<file path="src/pia_pkg.sv">
package pia_pkg;
    localparam logic [4:0] ADDR_ID_LOW = 5'h03;
    localparam logic [4:0] ADDR_ADV = 5'h04;
    localparam int ID_OUI_LSB = 10;
    localparam int ID_MODEL_LSB = 4;
    localparam int ID_REV_LSB = 0;
    localparam logic [15:0] ADV_NOMINAL = 16'h01E1;
    localparam int ADV_NP = 15;
    localparam int ADV_RSVD = 14;
    localparam int ADV_RF = 13;
    localparam int ADV_XNP = 12;
    localparam int ADV_APAUSE = 11;
    localparam int ADV_PAUSE = 10;
    localparam int ADV_T4 = 9;
    localparam int ADV_TECH_LSB = 5;
    localparam logic [4:0] SELECTOR_VAL = 5'h01;
    localparam logic [15:0] ADV_WR_MASK = 16'hBDE0;

    typedef struct packed {
        logic       wr;
        logic       rd;
        logic [4:0] addr;
        logic [15:0] wdata;
    } pia_req_type;

    typedef struct packed {
        logic       valid;
        logic [15:0] rdata;
    } pia_rsp_type;

    typedef enum logic [1:0] {
        PIA_IDLE = 2'b00,
        PIA_STRAP = 2'b01,
        PIA_RUN = 2'b10
    } pia_state_type;
endpackage

</file>
<file path="src/pia_regs.sv">
`timescale 1ns/1ns
module pia_regs #(
    parameter logic [5:0] OUI_BITS = 6'h15,   // arbitrary value
    parameter logic [5:0] MODEL_NUM = 6'h05,  // arbitrary value
    parameter logic [3:0] DEVICE_REVISION_FIELD = 4'h1      // arbitrary value
) (
    // clock and reset
    input wire logic I_CLK,
    input wire logic I_RST_N,
    input wire logic I_CE,
    // strap inputs: high forbids the offer
    input wire logic [3:0] I_STRAP_TECH_OFF,
    // management access
    input wire pia_pkg::pia_req_type I_REQ,
    output pia_pkg::pia_rsp_type O_RSP,
    // advertised word toward negotiation engine
    output logic [15:0] O_ADV_WORD
);
    pia_pkg::pia_state_type state_r;
    pia_pkg::pia_state_type state_nxt;
    logic [15:0] adv_r;
    logic [15:0] adv_nxt;
    pia_pkg::pia_rsp_type rsp_r;
    pia_pkg::pia_rsp_type rsp_nxt;
    wire logic [15:0] id_word;
    wire logic [15:0] adv_strapped;
    wire logic [15:0] adv_written;
    wire logic [15:0] rd_word;
    wire logic hit_adv;

    function automatic logic [15:0] fix_adv(input logic [15:0] v);
        logic [15:0] r;
        r = v & pia_pkg::ADV_WR_MASK;
        r[pia_pkg::ADV_RSVD] = 1'b0;
        r[pia_pkg::ADV_T4] = 1'b0;
        r[4:0] = pia_pkg::SELECTOR_VAL;
        return r;
    endfunction

    assign id_word = {OUI_BITS, MODEL_NUM, DEVICE_REVISION_FIELD};
    // straps are applied on the second enabled edge after reset release, never inside reset
    assign adv_strapped = fix_adv({pia_pkg::ADV_NOMINAL[15:9],
        pia_pkg::ADV_NOMINAL[8:5] & ~I_STRAP_TECH_OFF, 5'h00});
    // next page, fault, ext pages, pause and tech bits are writable
    assign adv_written = fix_adv(I_REQ.wdata);
    assign hit_adv = I_REQ.wr && (I_REQ.addr == pia_pkg::ADDR_ADV);
    assign rd_word = (I_REQ.addr == pia_pkg::ADDR_ID_LOW) ? id_word :
                     (I_REQ.addr == pia_pkg::ADDR_ADV) ? adv_r : 16'h0000;

    always_comb begin
        state_nxt = state_r;
        adv_nxt = adv_r;
        rsp_nxt.valid = 1'b0;
        rsp_nxt.rdata = rsp_r.rdata;
        case (state_r)
            pia_pkg::PIA_IDLE: begin
                state_nxt = pia_pkg::PIA_STRAP;
            end
            pia_pkg::PIA_STRAP: begin
                adv_nxt = adv_strapped;
                state_nxt = pia_pkg::PIA_RUN;
            end
            pia_pkg::PIA_RUN: begin
                if (hit_adv) begin
                    adv_nxt = adv_written;
                end
                if (I_REQ.rd) begin
                    rsp_nxt.valid = 1'b1;
                    rsp_nxt.rdata = rd_word;
                end
            end
            default: begin
                state_nxt = pia_pkg::PIA_IDLE;
            end
        endcase
    end

    always_ff @(posedge I_CLK or negedge I_RST_N) begin
        if (!I_RST_N) begin
            state_r <= pia_pkg::PIA_IDLE;
            adv_r <= pia_pkg::ADV_NOMINAL;
            rsp_r <= '0;
        end else if (I_CE) begin
            state_r <= state_nxt;
            adv_r <= adv_nxt;
            rsp_r <= rsp_nxt;
        end
    end

    assign O_RSP = rsp_r;
    assign O_ADV_WORD = adv_r;
endmodule

</file>
<file path="config.mk">
export PLATFORM = sky130hd
export DESIGN_NAME = pia_regs
export DESIGN_NICKNAME = d
export VERILOG_FILES = /design/src/pia_pkg.sv /design/src/pia_regs.sv
export SDC_FILE = /design/constraint.sdc
export NUM_CORES = 1
export LEC_CHECK = 0
export ABC_AREA = 1
export BUFFER_PORTS_ARGS = -buffer_cell sky130_fd_sc_hd__buf_2
export CORE_AREA = 2 2 53 55
export CTS_CLUSTER_SIZE = 12
export DETAILED_ROUTE_END_ITERATION = 12
export DIE_AREA = 0 0 55 57
export HOLD_SLACK_MARGIN = 0.05
export PLACE_DENSITY = 0.85
export SKIP_LAST_GASP = 1
export SLEW_MARGIN = 20
export SYNTH_ARGS = -nofsm -noshare
export SYNTH_HDL_FRONTEND = slang
export SYNTH_SLANG_ARGS = --single-unit
</file>
<file path="constraint.sdc">
create_clock -name I_CLK -period 3.07 [get_ports I_CLK]
set_clock_uncertainty 0.15 [all_clocks]
set_input_delay 0.614 -clock I_CLK [delete_from_list [all_inputs] [get_ports I_CLK]]
set_output_delay 0.614 -clock I_CLK [all_outputs]
set_load 0.005 [all_outputs]
</file>
Word-level counts from Yosys, hierarchy flattened
Cells that the tools add are included.
Word-level totals
  register bits after elaboration: 35
  input bits: 30
  output and inout port bits: 33
  logic and storage cells: 24
Cells by class
  equality and inequality tests: 5
  multiplexer cells: 7
  bitwise gates (word level): 2
  reduce and logical (&&, ||, !) cells: 6
Operator list (number)
  $mux 16: 3
  $mux 17: 2
  $pmux 16 s2: 1
  $pmux 2 s3: 1
  $reduce_and 3->1: 2
  $eq 5x2->1 const B: 1
  $eq 5x3->1 const B: 1
  $not 4->4: 1
  $eq 2x1->1 const B: 1
  $eq 2x2->1 const B: 1
  $logic_not 2->1: 1
  $ne 2x2->1 const B: 1
  $reduce_and 2->1: 1
  $reduce_bool 2->1: 1
  $logic_and 1x1->1: 1
  $not 1->1: 1

Longest topological paths before layout
  depth in word-level cells: 5
  gate-level depth with buffers: 7

Worst setup path before layout
Ideal clock, no wire load.
  path kind: input to register
  start: input I_REQ[20] in the netlist's numbering
  end: register adv_r[10] (netlist: O_ADV_WORD[10])
  setup time: 0.065 ns
  data arrival time: 1.218 ns
  required time: 2.855 ns
  setup slack: 1.637 ns
  stages: 6
  buffers on the path: 1
  cell sequence: nor2_1 > nand2_1 > nor2_4 > buf_4 > nand3_1 > nand2_1
On the way
  cells in the longest elaborated chain, start to end: 4
RTL lines
  start: declaration: RTL line pia_regs.sv:14  | input wire pia_pkg::pia_req_type I_REQ,
  $eq 5x3->1: RTL line pia_regs.sv:46  | assign hit_adv = I_REQ.wr && (I_REQ.addr == pia_pkg::ADDR_ADV);
  $logic_and 1x1->1: RTL line pia_regs.sv:46
  $ne 2x2->1 (no line)
  $reduce_and 3->1 (no line)
  end signal: assignment: RTL line pia_regs.sv:81  | adv_r <= pia_pkg::ADV_NOMINAL;
  end signal: assignment: RTL line pia_regs.sv:85  | adv_r <= adv_nxt;
  end: declaration: RTL line pia_regs.sv:21  | logic [15:0] adv_r;
No other way between the ends.
A chain may end at the register's enable or synchronous reset.

Worst setup path after layout
  start: register state_r[0]
  end: register rsp_r (netlist bit O_RSP[7])
On the way
  cells in the longest elaborated chain, start to end: 2
RTL lines
  start: declaration: RTL line pia_regs.sv:19  | pia_pkg::pia_state_type state_r;
  start signal: assignment: RTL line pia_regs.sv:80  | state_r <= pia_pkg::PIA_IDLE;
  start signal: assignment: RTL line pia_regs.sv:84  | state_r <= state_nxt;
  $eq 2x2->1: RTL line pia_regs.sv:55  | case (state_r)
  $reduce_and 3->1 (no line)
  end signal: assignment: RTL line pia_regs.sv:86  | rsp_r <= rsp_nxt;
  end: declaration: RTL line pia_regs.sv:23  | pia_pkg::pia_rsp_type rsp_r;
No other way between the ends.

==> flow_metrics.env <==
export IMPL_worstSetupPathType="flip-flop to flip-flop"
export IMPL_fmax_mhz=564
export IMPL_r2r_start="state_r[0]"
export IMPL_startpoint="state_r[0]"
export IMPL_final_nets=215
export IMPL_numCtsBuffers=3
export IMPL_first_pass_iters=4
export IMPL_grt_pass1_vias=911
export IMPL_num_rows=19
export IMPL_worst_pin_slew_ps=601
export IMPL_clock_latency_ps=300
export IMPL_route_vias_total=981
export IMPL_yosys_warnings=0
export IMPL_crit_end="O_RSP[7]"
export IMPL_ys_flop_type="dfrtp_1"
export IMPL_synthCells=142
export IMPL_grt_first_pass_wirelength_um=3750
export IMPL_slowest_stage="nand4_1"
export IMPL_overflow=0
export IMPL_cts_sinks=23
export IMPL_cp_start_kind="flip-flop"
export IMPL_postCtsHoldBufs=0
export IMPL_grt_max_degree=24
export IMPL_yosys_area_top_type="dfrtp_1"
export IMPL_antenna_found_initial=0
export IMPL_dpl_hpwl_um=1710
export IMPL_portBuffers=44
export IMPL_cpPeakStageDelay_ps=490
export IMPL_diodes=0
export IMPL_gp_congestion=0.738
export IMPL_ios=63
export IMPL_core_um2=2620
export IMPL_rsz0062_at_grt="false"
export IMPL_synth_top_area_share_pct=40.6
export IMPL_drc_errors=0
export IMPL_r2r_end="O_RSP[7]"
export IMPL_yosys_top_cells_area="dfrtp_1, nand2_1, nand3_1"
export IMPL_timing_hold_violations_final=0
export IMPL_die_w_um=55
export IMPL_synth_area_um2=1170
export IMPL_rrSetupSlack_ps=1300
export IMPL_final_area_um2=1380
export IMPL_cts_resized=0
export IMPL_postCtsSetupBuffers=0
export IMPL_dieArea_um2=3140
export IMPL_crit_arrival_ps=1880
export IMPL_slew_headroom_pct=59.8
export IMPL_cts_htree_levels=1
export IMPL_synthTopCellsByCount="nand2_1, nand3_1, dfrtp_1, buf_4, inv_1"
export IMPL_syn_to_final_growth_pct=17.6
export IMPL_synth_seq_cells=23
export IMPL_synth_edf_count=0
export IMPL_start_util_pct=44.8
export IMPL_irDropWorstVdd_mv=0.285
export IMPL_holdCritPathClass="input port to async pin"
export IMPL_n_fill_cell=246
export IMPL_setup_viol=0
export IMPL_synthDistinctLibCells=18
export IMPL_leakage_nw=0.868
export IMPL_drt_initial_drc_count=7
export IMPL_synthArstFlopShare_pct=100
export IMPL_routedWlPerCell_um=10.2
export IMPL_ant_nets=0
export IMPL_whs_ps=96.4
export IMPL_period_share_pct=57.8
export IMPL_die_h_um=57
export IMPL_critPathCaptureType="flip-flop"
export IMPL_drt_wl_total_um=2190
export IMPL_track_usage_pct=16.3
export IMPL_outcome="finished, final reports clean"
export IMPL_crit_required_ps=3180
export IMPL_final_max_slew_violation_count=0
export IMPL_r2r_cells=5
export IMPL_worstPathCellList="inv_1 > nand4_1 > inv_2 > nand3_1 > nand2_1"
export IMPL_drive_gt1_share_pct=31.5
export IMPL_syn_avg_cell_area_um2=8.26
export IMPL_p_per_area_nw_per_um2=576
export IMPL_setup_tns_ps=0
export IMPL_avgViaCountPerCell=4.56
export IMPL_cts_tree="done"
export IMPL_place_area_um2=1350
export IMPL_path_max_fanout=14
export IMPL_seq_area_frac_synth_pct=49.5
export IMPL_clockBufferDepth=2
export IMPL_finalCriticalPeriod_ps=1770
export IMPL_max_cap_violations=0
export IMPL_cts_clk_slew_worst_paths_ps=120
export IMPL_synth_most_common_cell="nand2_1"
export IMPL_cts_root_buf="clkbuf_4"
## through the flow
stage | instances | total power [mW] | util [%] | worst slack [ps]
2_1_floorplan | 151 | 0.595 | - | 1640
3_3_place_gp | 211 | 0.664 | 51.7 | 1060
3_5_place_dp | 211 | 0.670 | 51.7 | 1010
4_1_cts | 215 | 0.806 | 52.7 | 1240
5_1_grt | 215 | 0.864 | 52.7 | 1100
6_report | 215 | 0.794 | 52.7 | 1300
## how the worst min path moves through the flow
stage                    from        endpoint  slack, ps  depth (start not counted)
global route          I_RST_N        O_RSP[7]        100                          1
floorplan             I_RST_N  O_ADV_WORD[10]        170                          0
CTS                   I_RST_N        O_RSP[7]        110                          1
detailed placement  O_RSP[11]       O_RSP[11]        310                          2
finish                I_RST_N        O_RSP[7]        100                          1
global placement    O_RSP[12]       O_RSP[12]        310                          2
## layout by cell type (no fill, tap or decap), drive strengths merged
master   n
a21oi    5
dfstp    4
o21ai    1
clkinv   1
inv     10
dfrtp   19
clkbuf   3
nor2     9
xor2     1
or2      1
nand4    2
buf     44
conb    11
nand2   49
nand3   24
## report_power, final
| part | switching [mW] | total [mW] | leakage (nW) | internal (mW) |
|---|---|---|---|---|
| registers | 0.0414 | 0.416 | 0.302 | 0.375 |
| clock network | 0.0876 | 0.136 | 0.0177 | 0.0486 |
| logic | 0.146 | 0.242 | 0.548 | 0.0962 |
## state kept, by name (all words and copies together) (netlist names)
| signal | flops |
|---|---|
| O_ADV_WORD | 9 |
| O_RSP | 12 |
| state_r | 2 |
## cell families (layout without fill, tap and decap cells)
family / after synthesis / count (layout) / share of synthesized area [%]
buffers and inverters: 25 / 58 / 12.9
AO/OA/AOI/OAI: 6 / 6 / 2.56
other: 2 / 11 / 0.641
AND/OR/NAND/NOR: 85 / 85 / 33.6
flip-flops: 23 / 23 / 49.5
XOR/XNOR: 1 / 1 / 0.747
## worst max-delay path: cells and delay by family (launching register included)
| family | cells | cell delay, ps |
|---|---|---|
| buf+inv | 2 | 500 |
| simple gates | 3 | 680 |
| flops | 1 | 400 |
## final cells by class
| class | instances | area (µm²) | area share [%] |
|---|---|---|---|
| multi-input combinational | 103 | 474 | 34.4 |
| clock inverter | 1 | 5.00 | 0.363 |
| clock buffer | 3 | 22.5 | 1.63 |
| sequential | 23 | 581 | 42.1 |
| timing repair buffer | 44 | 220 | 16.0 |
| tap | 31 | 38.8 | 2.81 |
| inverter | 10 | 37.5 | 2.72 |
## layer usage
layer  vias to the layer above  routed length [µm]  global-route usage (%)
met2                        31                1120                    27.2
met3                         4                 114                    1.83
met5                         -                   0                       0
met1                       429                 920                    19.9
li1                        517                   -                       -
met4                         0                  37                    9.06
No activity file was read; power rests on OpenSTA's default activity.
